==> src/hw/arss_pkg.sv <==
// Purpose: Constants for the converter result and sleep-start control block
// Assumes: 50 MHz system clock, converter clock as a prescaled enable
// Notes:   Shared by the control block and its result formatter
//
// How it works
// RULE1: Single-ended input above reference saturates at all-ones code 0x3FF.
// RULE2: Reference select offers analog supply, internal 2.56V, or external pin.
// RULE3: Software should discard the first result after changing reference.
// RULE4: Before quiet sleep software enables converter, idle, single mode, irq on.
// RULE5: Entering noise-reduction or idle sleep starts conversion once CPU halts.
// RULE6: Done interrupt wakes the CPU if nothing else woke it first.
// RULE7: Other wake first: conversion continues, done request still raised.
// RULE8: Converter stays enabled in other sleep modes; only software disables it.
// RULE9: After done flag sets, result readable from low and high bytes.
// RULE10: Single-ended code is Vin*1024/Vref, 0x000 ground, 0x3FF top.
// RULE11: Differential code is two's complement -512..+511, saturating at limits.
// RULE12: Bit 9 in the high byte is the sign, one meaning negative.
// RULE13: Same channel may be routed to both differential inputs.
// RULE14: Shared analog pins used as outputs must not toggle during conversion.
// RULE15: Completion writes both result bytes and sets done flag together.
// RULE16: Left-justify select moves result immediately, else right adjusted.
// RULE17: Right adjusted high byte holds bits 9:8 low, upper six zero.
package arss_pkg;
	// ==========================================
	// Reference encodings
	localparam logic [1:0] REF_EXTERNAL = 2'h0;
	localparam logic [1:0] REF_SUPPLY   = 2'h1;
	localparam logic [1:0] REF_RESERVED = 2'h2;
	localparam logic [1:0] REF_INT_2V56 = 2'h3;
	// ==========================================
	// Sleep mode encodings
	localparam logic [2:0] SLEEP_IDLE   = 3'h0;
	localparam logic [2:0] SLEEP_NOISE  = 3'h1;
	// ==========================================
	// Result codes and timing
	localparam logic [9:0] CODE_MAX     = 10'h03FF;
	localparam logic [9:0] DIFF_MAX     = 10'h01FF;
	localparam logic [9:0] DIFF_MIN     = 10'h0200;
	localparam int         CONV_CYCLES  = 13;
	localparam int         FIRST_CYCLES = 25;
	localparam logic [4:0] CONV_CNT     = 5'(CONV_CYCLES);
	localparam logic [4:0] FIRST_CNT    = 5'(FIRST_CYCLES);
	localparam logic [6:0] PRESCALE_DIV = 7'h02;
	localparam int         RESET_BYTE   = 0;
	localparam logic [7:0] BYTE_ZERO    = 8'h00;
	localparam logic [5:0] HIGH_PAD     = 6'h00;
endpackage

==> src/hw/arss_format.sv <==
// Purpose: Presents a 10-bit result across two result bytes
// Assumes: Result held in flip-flops by the caller
// Notes:   Purely combinational so justify changes act at once
`timescale 1ns/1ps
module arss_format (
	input  wire logic [9:0] result,
	input  wire logic       left_justify,
	output logic      [7:0] low_byte,
	output logic      [7:0] high_byte
);
	// ==========================================
	// Justify select
	wire [7:0] left_low   = {result[1:0], arss_pkg::HIGH_PAD};
	wire [7:0] left_high  = result[9:2];
	wire [7:0] right_low  = result[7:0];
	wire [7:0] right_high = {arss_pkg::HIGH_PAD, result[9:8]}; // [RULE17]
	assign low_byte  = left_justify ? left_low : right_low;     // [RULE16]
	assign high_byte = left_justify ? left_high : right_high;   // [RULE16]
endmodule // arss_format

==> src/hw/arss_ctrl.sv <==
// Purpose: Converter start, sleep-start, completion and result control
// Assumes: Analog core returns a raw signed or unsigned sample on done
// Notes:   Analog sample arrives as a pin-level bus, so it is synchronised
`timescale 1ns/1ps
module arss_ctrl (
	input  wire logic        CLK,
	input  wire logic        RSTN,
	input  wire logic        CONVERTER_ENABLE,
	input  wire logic        START_WRITE,
	input  wire logic        SINGLE_MODE,
	input  wire logic        IRQ_ENABLE,
	input  wire logic        DONE_FLAG_CLEAR,
	input  wire logic [1:0]  REFERENCE_SELECT,
	input  wire logic        LEFT_JUSTIFY_SELECT,
	input  wire logic [4:0]  POS_CHANNEL_SELECT,
	input  wire logic [4:0]  NEG_CHANNEL_SELECT,
	input  wire logic        DIFFERENTIAL,
	input  wire logic        SLEEP_ENTER,
	input  wire logic [2:0]  SLEEP_MODE,
	input  wire logic        CPU_HALTED,
	input  wire logic        OTHER_WAKE,
	input  wire logic [11:0] ANALOG_SAMPLE,
	output logic [1:0]       REF_SOURCE,
	output logic [4:0]       MUX_POS,
	output logic [4:0]       MUX_NEG,
	output logic             CONVERTING,
	output logic             SAMPLE_HOLD,
	output logic             CONVERSION_DONE_FLAG,
	output logic             IRQ_REQUEST,
	output logic             WAKE_CPU,
	output logic             REF_CHANGED,
	output logic [7:0]       RESULT_LOW_BYTE,
	output logic [7:0]       RESULT_HIGH_BYTE
);
	typedef enum logic [1:0] {ST_OFF, ST_IDLE, ST_ARMED, ST_CONV} arss_state_t;
	arss_state_t state;
	arss_state_t next_state;
	logic [6:0]  pre_cnt;
	logic [4:0]  cyc_cnt;
	logic        first_pending;
	logic        sleep_conv;
	logic        woke_other;
	logic [9:0]  result;
	logic [1:0]  last_ref;
	logic [11:0] samp_meta;
	logic [11:0] samp_sync;
	// ==========================================
	// Converter clock enable from divider
	wire adc_tick = (pre_cnt == arss_pkg::PRESCALE_DIV);
	// ==========================================
	// Start decode
	wire quiet_mode = (SLEEP_MODE == arss_pkg::SLEEP_IDLE) ||
	                  (SLEEP_MODE == arss_pkg::SLEEP_NOISE);
	// Arming only in quiet modes; other modes leave converter as is
	wire sleep_arm  = SLEEP_ENTER && quiet_mode && SINGLE_MODE &&
	                  IRQ_ENABLE && (state == ST_IDLE);  // [RULE5] [RULE8]
	wire sleep_go   = (state == ST_ARMED) && CPU_HALTED; // [RULE5]
	wire user_go    = (state == ST_IDLE) && START_WRITE;
	wire last_cycle = adc_tick && (cyc_cnt == 5'h01);
	wire finish     = (state == ST_CONV) && last_cycle;
	wire conv_len_ok = first_pending;
	wire [4:0] start_len = conv_len_ok ? arss_pkg::FIRST_CNT
	                                   : arss_pkg::CONV_CNT;
	// ==========================================
	// Result coding with saturation
	wire signed [11:0] s_raw  = samp_sync;
	wire               d_hi   = s_raw > $signed({2'h0, arss_pkg::DIFF_MAX});
	wire               d_lo   = s_raw < $signed({2'h3, arss_pkg::DIFF_MIN});
	wire [9:0] diff_code = d_hi ? arss_pkg::DIFF_MAX :
	                       d_lo ? arss_pkg::DIFF_MIN :
	                       samp_sync[9:0];                         // [RULE11] [RULE12]
	wire [9:0] se_code   = (samp_sync[11:10] != 2'h0) ? arss_pkg::CODE_MAX
	                                                 : samp_sync[9:0]; // [RULE1] [RULE10]
	wire [9:0] next_result = DIFFERENTIAL ? diff_code : se_code;
	// Supply, 2.56V and external pass through; reserved code maps to 2.56V
	wire [1:0] ref_eff = (REFERENCE_SELECT == arss_pkg::REF_RESERVED) ?
	                     arss_pkg::REF_INT_2V56 : REFERENCE_SELECT; // [RULE2]
	// ==========================================
	// State decode
	always_comb begin
		next_state = state;
		case (state)
			ST_OFF:   if (CONVERTER_ENABLE) next_state = ST_IDLE;
			ST_IDLE:  if (user_go) next_state = ST_CONV;
			          else if (sleep_arm) next_state = ST_ARMED;
			ST_ARMED: if (sleep_go) next_state = ST_CONV;
			ST_CONV:  if (finish) next_state = ST_IDLE;
			default:  next_state = ST_OFF;
		endcase
		if (!CONVERTER_ENABLE) next_state = ST_OFF;
	end
	// ==========================================
	// Synchroniser for analog sample bus
	always_ff @(posedge CLK or negedge RSTN) begin
		if (!RSTN) begin
			samp_meta <= 12'h000;
			samp_sync <= 12'h000;
		end else begin
			samp_meta <= ANALOG_SAMPLE;
			samp_sync <= samp_meta;
		end
	end
	// ==========================================
	// Sequencer
	always_ff @(posedge CLK or negedge RSTN) begin
		if (!RSTN) begin
			state         <= ST_OFF;
			pre_cnt       <= 7'h00;
			cyc_cnt       <= 5'h00;
			first_pending <= 1'b1;
			sleep_conv    <= 1'b0;
			woke_other    <= 1'b0;
		end else begin
			state   <= next_state;
			pre_cnt <= adc_tick ? 7'h00 : pre_cnt + 7'h01;
			if (!CONVERTER_ENABLE) begin
				first_pending <= 1'b1;
			end else if ((user_go || sleep_go) && state != ST_CONV) begin
				cyc_cnt       <= start_len;
				first_pending <= 1'b0;
				sleep_conv    <= sleep_go;
				woke_other    <= 1'b0;
			end else if (state == ST_CONV && adc_tick) begin
				cyc_cnt <= cyc_cnt - 5'h01;
			end
			// Conversion keeps running after a foreign wake-up
			if (state == ST_CONV && sleep_conv && OTHER_WAKE)
				woke_other <= 1'b1; // [RULE7]
		end
	end
	// ==========================================
	// Result and selections locked while converting; done flag set on finish, cleared by DONE_FLAG_CLEAR in any cycle without a finish
	always_ff @(posedge CLK or negedge RSTN) begin
		if (!RSTN) begin
			result               <= 10'h000;
			CONVERSION_DONE_FLAG <= 1'b0;
			WAKE_CPU             <= 1'b0;
			REF_SOURCE           <= arss_pkg::REF_EXTERNAL;
			MUX_POS              <= 5'h00;
			MUX_NEG              <= 5'h00;
			last_ref             <= arss_pkg::REF_EXTERNAL;
			REF_CHANGED          <= 1'b0;
		end else begin
			if (finish) begin
				result               <= next_result;  // [RULE15] [RULE9]
				CONVERSION_DONE_FLAG <= 1'b1;         // [RULE15]
			end else if (DONE_FLAG_CLEAR) begin
				CONVERSION_DONE_FLAG <= 1'b0;
			end
			// Wake pulse only when the conversion itself ends the sleep
			WAKE_CPU <= finish && sleep_conv && !woke_other &&
			            !OTHER_WAKE;                   // [RULE6]
			// Selections follow input except while converting
			if (state != ST_CONV || last_cycle) begin
				REF_SOURCE <= ref_eff;                 // [RULE2]
				MUX_POS    <= POS_CHANNEL_SELECT;      // [RULE13]
				MUX_NEG    <= NEG_CHANNEL_SELECT;      // [RULE13]
			end
			// Marks the next result as suspect for software
			if (finish) begin
				REF_CHANGED <= (last_ref != REF_SOURCE); // [RULE3]
				last_ref    <= REF_SOURCE;
			end
		end
	end
	// ==========================================
	// Outputs
	assign CONVERTING  = (state == ST_CONV);
	assign SAMPLE_HOLD = CONVERTING && (cyc_cnt == start_len);
	assign IRQ_REQUEST = CONVERSION_DONE_FLAG && IRQ_ENABLE; // [RULE6] [RULE7]
	arss_format u_format (
		.result       (result),
		.left_justify (LEFT_JUSTIFY_SELECT),
		.low_byte     (RESULT_LOW_BYTE),
		.high_byte    (RESULT_HIGH_BYTE)
	);
endmodule // arss_ctrl

==> config.mk <==
export PLATFORM = sky130hd
export DESIGN_NAME = arss_ctrl
export DESIGN_NICKNAME = d
export VERILOG_FILES = /design/src/hw/arss_pkg.sv /design/src/hw/arss_format.sv /design/src/hw/arss_ctrl.sv
export SDC_FILE = /design/constraint.sdc
export NUM_CORES = 1
export LEC_CHECK = 0
export ABC_AREA = 0
export BUFFER_PORTS_ARGS = -buffer_cell sky130_fd_sc_hd__buf_2
export CORE_AREA = 3 3 78 80
export DETAILED_ROUTE_END_ITERATION = 7
export DIE_AREA = 0 0 81 83
export HOLD_SLACK_MARGIN = 0.12
export PLACE_DENSITY = 0.92
export SLEW_MARGIN = 5
export SYNTH_ARGS = -nofsm -noshare
export SYNTH_HDL_FRONTEND = slang
export SYNTH_SLANG_ARGS = --single-unit
==> constraint.sdc <==
create_clock -name CLK -period 3.55 [get_ports CLK]
set_input_delay 1.065 -clock CLK [delete_from_list [all_inputs] [get_ports CLK]]
set_output_delay 1.065 -clock CLK [all_outputs]
set_load 0.005 [all_outputs]
# After elaboration in Yosys (flattened, before gate mapping)

Cells that the tools add are included.

Input port bits: 39
Register bits after elaboration: 68

Magnitude comparators: 2
Muxes and demuxes: 23
Reductions and logical operators: 33
Eq/ne operators: 14
Add/sub/neg operators: 2

Operators with widths:

| operator               | count |
|---|---|
| $mux W10               | 4 |
| $logic_and A1 B1 Y1    | 17 |
| $mux W8                | 2 |
| $mux W5                | 3 |
| $gt A12 B10 Y1 const B | 1 |
| $lt A12 B10 Y1 const B | 1 |
| $mux W2                | 6 |
| $reduce_bool A2 Y1     | 5 |
| $pmux W2 S4            | 1 |
| $add A7 B1 Y7 const B  | 1 |
| $eq A7 B2 Y1 const B   | 1 |
| $mux W7                | 1 |
| $eq A2 B2 Y1 const B   | 3 |
| $mux W1                | 6 |
| $reduce_and A2 Y1      | 3 |
| $eq A5 B1 Y1 const B   | 1 |
| $eq A5 B5 Y1           | 1 |
| $sub A5 B1 Y5 const B  | 1 |
| $ne A4 B4 Y1 const B   | 1 |
| $eq A3 B1 Y1 const B   | 1 |
| $logic_not A3 Y1       | 1 |
| $logic_or A1 B1 Y1     | 3 |
| $ne A3 B2 Y1 const B   | 1 |
| $ne A3 B3 Y1 const B   | 1 |
| other kinds (7)        | 8 |

# Longest topological paths before layout

Gate-level depths: netlist of run 1.

Word-level depth: 10
Mapped depth: 7

# Hierarchy

A second synthesis of run 1 with hierarchy kept.

Cell total of the unflattened synthesis: 275
Area, all modules: 3,079.2 um2

Modules (own cells, without submodules):

| module      | area an instance (um2) | sequential area each (um2) | instances | cells an instance |
|---|---|---|---|---|
| arss_ctrl   | 2,921.6                | 1,702.9                    | 1         | 257 |
| arss_format | 157.7                  | 0.0                        | 1         | 18 |

# Worst setup path after synthesis of run 1

OpenSTA, ideal clock, no wires.

Path type: input to output
Start: in LEFT_JUSTIFY_SELECT
End: out RESULT_HIGH_BYTE[2]
Path slack: 0.784 ns
Data required time: 2.485 ns
Path buffers: 2
Arrival: 1.701 ns
Stages on the path: 3
Cell sequence: clkbuf_1 > clkbuf_1 > and2_1

Cells in the longest elaborated chain, start to end: 1

RTL lines:

| element     | line              | source |
|---|---|---|
| from (decl) | arss_ctrl.sv:14   | `input wire logic LEFT_JUSTIFY_SELECT,` |
| $mux W8     | arss_format.sv:18 | `assign high_byte = left_justify ? left_high : right_high;` |
| to (decl)   | arss_ctrl.sv:33   | `output logic [7:0] RESULT_HIGH_BYTE` |

Every way passes these cells.

# Worst setup path in the final report of run 1

Start: in LEFT_JUSTIFY_SELECT
End: out RESULT_LOW_BYTE[7]

Cells in the longest elaborated chain, start to end: 1

RTL lines:

| element   | line              | source |
|---|---|---|
| $mux W8   | arss_format.sv:17 | `assign low_byte = left_justify ? left_low : right_low;` |
| to (decl) | arss_ctrl.sv:32   | `output logic [7:0] RESULT_LOW_BYTE,` |

Every way passes these cells.

==> run summary, run 1 <==
Hold Vio Cnt, Final = 0
CORE AREA = 0.00547 mm^2
final antenna diode count = 0
share of cells above drive strength 1 = 0.335
die width = 81 um
drt wl/cell = 14.0 um
syn_nets = 320
gpl congestion = 0.811
drt initial violations = 173
root buf cell = clkbuf_8
quantity of gates resized following cts = 0
DR top layer = met4
routed wire length = 5870 um
TritonCTS clock tree = done
Peak Freq = 0.349 GHz
register bit total from synthesis = 68
setup TNS = 0 ns
DPL Wire Length = 4320 um
drt first pass iters = 4
crit-path leading delay family = buffers and inverters
met3 routed WL = 352 um
Placed Area = 0.00343 mm^2
initial antenna violation count = 0
Reg-to-Reg Start = cyc_cnt[1]
Worst Setup End Kind = output pin
met2 wire length = 2910 um
Filler cells = 442
most frequent cell on the critical path = buf_2
M1 WL = 2510 um
PortBufs = 71
CTS Buf Count = 9
I/O pins = 73
Synth area leaders = dfrtp_1 55%, nand2_1 4.4%, mux2_4 3.4%
largest net degree at the start of global routing = 37
Worst-Margin Slew = 0.733 ns
Int Power = 1520 uW
number of hold buffers added after cts = 0
Distinct cells, synth = 47
initial core utilization = 0.557
ys flop type = dfrtp_1
hold path depth = 0
cell taking the most area after synthesis = dfrtp_1
die footprint = 0.00672 mm^2
NetSw = 601 uW
Critical Path Max Stage Delay = 0.37 ns
Avg Synthesized Cell Area = 11.1 um^2
Post-CTS Repair Setup Buffers = 0
sequential share of power = 0.470
Period minus WS final = 2.87 ns
RSZ-0062 raised after global routing = false
MaxCap Viol Count = 0
buffer and inverter count on the worst path = 2
Placed Instances = 403
Clk pwr share = 0.320
most common cell after layout, fill and taps aside = buf_2
hold wc startpoint = samp_meta[9]
global-route usage over all layers = 0.196
Leakage = 0.00176 uW
Post-Synthesis Cells = 274
Critical Path AT = 1.80 ns
Die Y = 83 um
grt ovf = 0
Comb power frac = 0.211
Non-Filler Instances = 418
post-synthesis sequential area ratio = 0.558
Slew Limit Fails = 0
Via Count = 2,221
pwr/cell area = 582 mW/mm^2
EDFF count, synth = 0
Via density = 5.31
Worst R2R Setup Slack = 1.35 ns
Skew-Pair Late Insertion Delay = 0.34 ns
CTS sink cnt = 68
Synth top area share = 0.550
Slowest-stage cell, CP = mux2_2
Crit path required time = 2.48 ns
YS warnings = 0
clk slew on worst S/H paths = 0.07 ns
status = completed
Worst Setup Start Kind = input pin
vias in the first global route = 2,168
min-delay worst type = flop to flop
worst-path cell chain = buf_2, mux2_2, buf_2
H-tree Lvls = 3
Area Overhead vs Synth = 19.4%
r2r endpoint = result[9]
clk buf depth = 2
commonest cells after routing, fill and taps aside = 71 x buf_2, 67 x dfrtp_1, 36 x nand2_1
first-pass GRT wire length = 10,100 um
Post-synth ARST share = 1.00
relative slew slack = 0.512
final setup violation count = 0
clk_skew = 0.00730 ns
Worst R2R Path Depth = 6
total power = 2120 uW
VDD IR max = 0.328 mV
Final ANT Viol Nets = 0
DRC Markers = 0
Mapped Area = 0.00305 mm^2
Max FO, Critical Path = 17
Layout Nets = 388
Worst Hold End = s_raw[9]
site row count = 27
Final Cycle Share = 0.808
final instance area = 0.00364 mm^2
Sw Ratio = 0.284
Setup CP Type = input pin to output pin
final cells by class:
type | instances | area [um^2] | share of cell area
clock buffers | 9 | 124 | 0.0340
well taps | 72 | 90.1 | 0.0248
repair buffers | 72 | 363 | 0.0997
inverters | 10 | 37.5 | 0.0103
clock inverters | 6 | 88.8 | 0.0244
flip-flops and latches | 68 | 1700 | 0.468
multi-input cells | 181 | 1230 | 0.339
worst max-delay path by stage:
stage | cells after the start | startpoint | to
5_1_grt | 3 | LEFT_JUSTIFY_SELECT | RESULT_HIGH_BYTE[0]
4_1_cts | 3 | LEFT_JUSTIFY_SELECT | RESULT_LOW_BYTE[7]
3_3_place_gp | 3 | LEFT_JUSTIFY_SELECT | RESULT_LOW_BYTE[7]
3_5_place_dp | 3 | LEFT_JUSTIFY_SELECT | RESULT_LOW_BYTE[7]
2_1_floorplan | 3 | LEFT_JUSTIFY_SELECT | RESULT_HIGH_BYTE[2]
6_report | 3 | LEFT_JUSTIFY_SELECT | RESULT_LOW_BYTE[7]
metrics by stage:
stage                     hold slack (ns)   util  setup slack (ns)
after global placement              0.334  0.626             0.719
after detailed placement            0.337  0.626             0.688
final                               0.351  0.665             0.682
after global routing                0.362  0.665             0.650
after floorplan                     0.331      -             0.784
after CTS                           0.354  0.665             0.686
per-layer routing:
metal  vias to the layer above  track usage
met5                         -            0
met4                         0       0.0768
met3                         7       0.0662
met2                        69        0.316
met1                      1072        0.239
li1                       1073            -
synthesized netlist by cell type (3+ instances only):
| cell | count |
|---|---|
| dfrtp_1 | 67 |
| nand2_1 | 36 |
| nor2_1 | 23 |
| a21oi_1 | 13 |
| a211oi_1 | 10 |
| inv_1 | 10 |
| clkbuf_1 | 9 |
| mux2_2 | 9 |
| and2_1 | 8 |
| nor2b_1 | 8 |
| o21ai_0 | 8 |
| ha_1 | 7 |
| mux2_4 | 7 |
| o21ai_1 | 7 |
| nand3_1 | 6 |
| xnor2_1 | 5 |
| buf_2 | 3 |
| nor3_1 | 3 |
power groups by stage:
stage	Sequential [uW]	Clock (uW)	Combinational [uW]
final	995	677	447
after global routing	1010	731	508
after CTS	994	689	454
after detailed placement	1010	0	453
after global placement	996	0	429
after floorplan	978	0	314
sequential cells by signal (all words and copies together) (netlist names), 2 cells and up:
register,count
s_raw,12
last_ref,2
MUX_POS,5
result,10
samp_meta,12
cyc_cnt,5
REF_SOURCE,2
state,2
MUX_NEG,5
pre_cnt,7
kinds of logic after synthesis:
logic type / count (synthesis) / share of synthesized area
AOI/OAI and AO/OA: 50 / 0.115
xor gates and xnor gates: 7 / 0.0201
adders and majority gates: 7 / 0.0287
buffers and inverters: 25 / 0.0369
DFF: 68 / 0.558
muxes: 18 / 0.0743
and+or+nand+nor: 99 / 0.167
(Power assumes the default switching activity.)
==> run 2, diff against run 1 <==
CORE_AREA = 3 3 84 86   (was 3 3 78 80)
DIE_AREA = 0 0 87 89   (was 0 0 81 83)
PLACE_DENSITY = 0.84   (was 0.92)
clock period = 2.5 ns   (was 3.55 ns; I/O delays follow)
==> run summary, run 2 (same netlist as run 1, synthesis figures left out) <==
status = completed
most common cell after layout, fill and taps aside = buf_2
global-route usage over all layers = 0.158
Critical Path Source = state[0]
CTS Buf Count = 9
Int Power = 2160 uW
clk_skew = 0.0114 ns
setup TNS = 0 ns
Final ANT Viol Nets = 0
NetSw = 851 uW
CTS sink cnt = 68
pwr/cell area = 822 mW/mm^2
grt ovf = 0
vias in the first global route = 2,084
DRC Markers = 0
PortBufs = 71
Via density = 5.11
final antenna diode count = 0
I/O pins = 73
drt first pass iters = 4
Worst-Margin Slew = 0.632 ns
Placed Area = 0.00345 mm^2
multi-input logic area = 0.00123 mm^2
die width = 87 um
drt initial violations = 127
commonest cells after routing, fill and taps aside = 71 x buf_2, 67 x dfrtp_1, 36 x nand2_1
final setup violation count = 0
H-tree Lvls = 3
Slowest-stage cell, CP = ha_1
Max FO, Critical Path = 11
hold wc startpoint = samp_meta[5]
Hold Vio Cnt, Final = 0
share of cells above drive strength 1 = 0.338
Peak Freq = 0.428 GHz
Hold Worst Slack = 0.345 ns
VDD IR max = 0.458 mV
quantity of gates resized following cts = 0
Slew Limit Fails = 0
DPL Wire Length = 4260 um
root buf cell = clkbuf_8
Worst Setup Start Kind = flop
final instance area = 0.00366 mm^2
clk slew on worst S/H paths = 0.07 ns
Leakage = 0.00177 uW
site row count = 29
Skew-Pair Late Insertion Delay = 0.34 ns
worst-path cell chain = ha_1, nand3_1, a21oi_1, buf_2
Reg area = 0.00170 mm^2
Crit path required time = 1.75 ns
CORE AREA = 0.00635 mm^2
die footprint = 0.00774 mm^2
largest net degree at the start of global routing = 27
Area Overhead vs Synth = 20.2%
min-delay worst type = flop to flop
first-pass GRT wire length = 9400 um
initial antenna violation count = 0
Setup CP Type = flop to output pin
Filler cells = 511
Die Y = 89 um
Clk pwr share = 0.319
sequential share of power = 0.468
Critical Path AT = 1.59 ns
Period minus WS final = 2.34 ns
TritonCTS clock tree = done
Reg-to-Reg Start = state[0]
routed wire length = 5750 um
Layout Nets = 390
Sw Ratio = 0.282
Post-CTS Repair Setup Buffers = 0
Comb power frac = 0.213
Critical Path Max Stage Delay = 0.44 ns
gpl congestion = 0.865
Final Cycle Share = 0.935
clk buf depth = 2
drt wl/cell = 13.5 um
number of hold buffers added after cts = 0
relative slew slack = 0.579
RSZ-0062 raised after global routing = false
initial core utilization = 0.480
Worst Setup End Kind = output pin
Via Count = 2,176
MaxCap Viol Count = 0
## run 2: path summary, 6_finish.rpt
kind                          endpoint  slack [ns]  cells after the start
max reg2reg                   state[0]        0.44                      5
max in group asynchronous     s_raw[2]        1.39                      2
max                        SAMPLE_HOLD        0.16                      4
min in group asynchronous   cyc_cnt[2]        0.41                      1
min reg2reg                   s_raw[5]        0.35                      0
min                           s_raw[5]        0.35                      0
## run 2: power groups by stage
stage / Sequential, uW / Clock (uW) / Combinational (uW)
floorplan: 1390 / 0 / 446
global placement: 1410 / 0 / 614
detailed placement: 1430 / 0 / 642
CTS: 1410 / 992 / 648
global route: 1430 / 1040 / 723
finish: 1410 / 963 / 642
## run 2: critical path: cells and delay by family, from the launching register on
kind            cells  cell delay [ns]
flops               1             0.41
simple gates        1             0.13
buf+inv             1             0.13
fa+ha+maj           1             0.44
compound gates      1             0.15
## run 2: cell type report
class,count,area share
Timing Repair Buffer,74,0.103
Multi-Input combinational cell,181,0.337
Inverter,10,0.0102
Clock inverter,6,0.0242
Tap cell,77,0.0263
Sequential cell,68,0.465
Clock buffer,10,0.0348
## run 2: per-stage QoR
step / power (uW) / std cells / setup slack [ns] / utilization
final: 3010 / 426 / 0.164 / 0.577
after floorplan: 1830 / 274 / 0.364 / -
after detailed placement: 2070 / 410 / 0.281 / 0.543
after global placement: 2020 / 410 / 0.303 / 0.543
after global routing: 3190 / 426 / 0.0316 / 0.577
after CTS: 3050 / 426 / 0.178 / 0.577
## run 2: metal layers
metal,vias to the layer above,global-route usage,share of wire
met1,1031,0.184,0.40
li1,1073,-,-
met4,0,0.0850,0.018
met5,-,0,0
met3,12,0.0369,0.049
met2,60,0.273,0.53
==> run 3, diff against run 2 <==
==> constraint.sdc (replaced) <==
create_clock -name CLK -period 2.5 [get_ports CLK]
set_input_delay 0.5 -clock CLK [delete_from_list [all_inputs] [get_ports CLK]]
set_output_delay 0.5 -clock CLK [all_outputs]
set_load 0.005 [all_outputs]
==> run summary, run 3 (same netlist as run 1, synthesis figures left out) <==
Placed Area = 0.00345 mm^2
final setup violation count = 0
Area Overhead vs Synth = 22.0%
initial antenna violation count = 0
clk_skew = 0.00933 ns
met2 usage = 0.255
Crit path required time = 2.00 ns
Setup CP Type = flop to output pin
gpl congestion = 0.806
I/O pins = 73
Skew-Pair Late Insertion Delay = 0.34 ns
Worst Setup End Kind = output pin
PortBufs = 71
NetSw = 849 uW
CTS Buf Count = 9
sequential share of power = 0.437
routed wire length = 5580 um
drt wl/cell = 13.1 um
Die Y = 89 um
final antenna diode count = 0
site row count = 29
CORE AREA = 0.00635 mm^2
H-tree Lvls = 3
MaxCap Viol Count = 0
initial core utilization = 0.480
vias in the first global route = 2,006
pwr/cell area = 863 mW/mm^2
Via Count = 2,150
min-delay worst type = input pin to flop
Layout Nets = 391
met1 usage in global routing = 0.180
die width = 87 um
drt first pass iters = 4
Comb power frac = 0.199
M3 GR Usage = 0.0378
clk slew on worst S/H paths = 0.08 ns
Via density = 5.05
RSZ-0062 raised after global routing = false
GRT Max-Usage Layer = met2
Worst Setup Start Kind = flop
setup TNS = 0 ns
commonest cells after routing, fill and taps aside = 71 x buf_2, 67 x dfrtp_1, 36 x nand2_1
status = completed
grt ovf = 0
die footprint = 0.00774 mm^2
Peak Freq = 0.476 GHz
Worst-Margin Slew = 0.648 ns
Final Cycle Share = 0.840
Post-CTS Repair Setup Buffers = 0
clk buf depth = 2
most common cell after layout, fill and taps aside = buf_2
Period minus WS final = 2.10 ns
largest net degree at the start of global routing = 26
share of cells above drive strength 1 = 0.338
Critical Path AT = 1.60 ns
Sw Ratio = 0.264
CTS sink cnt = 68
final instance area = 0.00372 mm^2
root buf cell = clkbuf_8
Final ANT Viol Nets = 0
first-pass GRT wire length = 8960 um
global-route usage over all layers = 0.151
TritonCTS clock tree = done
Slew Limit Fails = 0
Leakage = 0.00180 uW
drt initial violations = 93
DPL Wire Length = 4080 um
DRC Markers = 0
Hold Vio Cnt, Final = 0
relative slew slack = 0.568
VDD IR max = 0.518 mV
Clk pwr share = 0.364
Max FO, Critical Path = 11
Int Power = 2360 uW
## run 3: changes by cell type in the layout (fill, tap and decap cells not counted)
cell and delta:
clkbuf_1 -1, clkinv_4 +1, bufinv_16 +2, dlygate4sd3_1 +1
clkinvlp_4 -2, clkinv_2 -1
## run 3: area by class of cell
type	count	area (um^2)
Timing Repair Buffer	75	388
Clock inverter	6	138
Inverter	10	37.5
Multi-Input combinational cell	181	1230
Clock buffer	9	124
Fill cell	511	2630
Sequential cell	68	1700
Tap cell	77	96.3
## run 3: through the flow
stage                     power, uW   util  setup slack (ns)  hold WS (ns)  instances
final                          3210  0.586             0.399         0.264        426
after global routing           3390  0.586             0.292         0.243        426
after CTS                      3240  0.586             0.407         0.248        426
after detailed placement       2060  0.543             0.462         0.335        410
after global placement         2020  0.543             0.545         0.334        410
after floorplan                1830      -             0.808         0.204        274
## run 3: worst max-delay path, cell delays in order (launching register included)
cell and delay [ns]:
dfrtp_1 0.42, ha_1 0.41, nand3_1 0.12, a21oi_1 0.17, buf_2 0.14
## run 3: worst paths after layout
check	from	endpoint	slack [ns]	cells past startpoint
min in group asynchronous	RSTN	MUX_POS[3]	0.64	2
worst min-delay path	ANALOG_SAMPLE[7]	samp_meta[7]	0.26	1
max in group asynchronous	RSTN	s_raw[0]	1.17	3
worst max register to register	state[0]	state[0]	0.44	5
worst min register to register	samp_meta[11]	s_raw[11]	0.35	0
worst max-delay path	state[0]	SAMPLE_HOLD	0.40	4
## run 3: routing by layer
layer,vias to the layer above,share of wire
met4,0,0.017
met1,1018,0.43
met5,-,0
li1,1075,-
met3,11,0.045
met2,46,0.51
## run 3: power groups by stage
stage               registers, uW  logic (uW)  clock network (uW)
floorplan                    1390         446                   0
global placement             1410         613                   0
detailed placement           1420         638                   0
CTS                          1400         645                1190
global route                 1430         722                1240
finish                       1400         639                1170
## run 3: timing repair
item,in CTS,in global routing
hold endpoints to repair,19,0
hold buffers,1,0
resized for setup,0,0
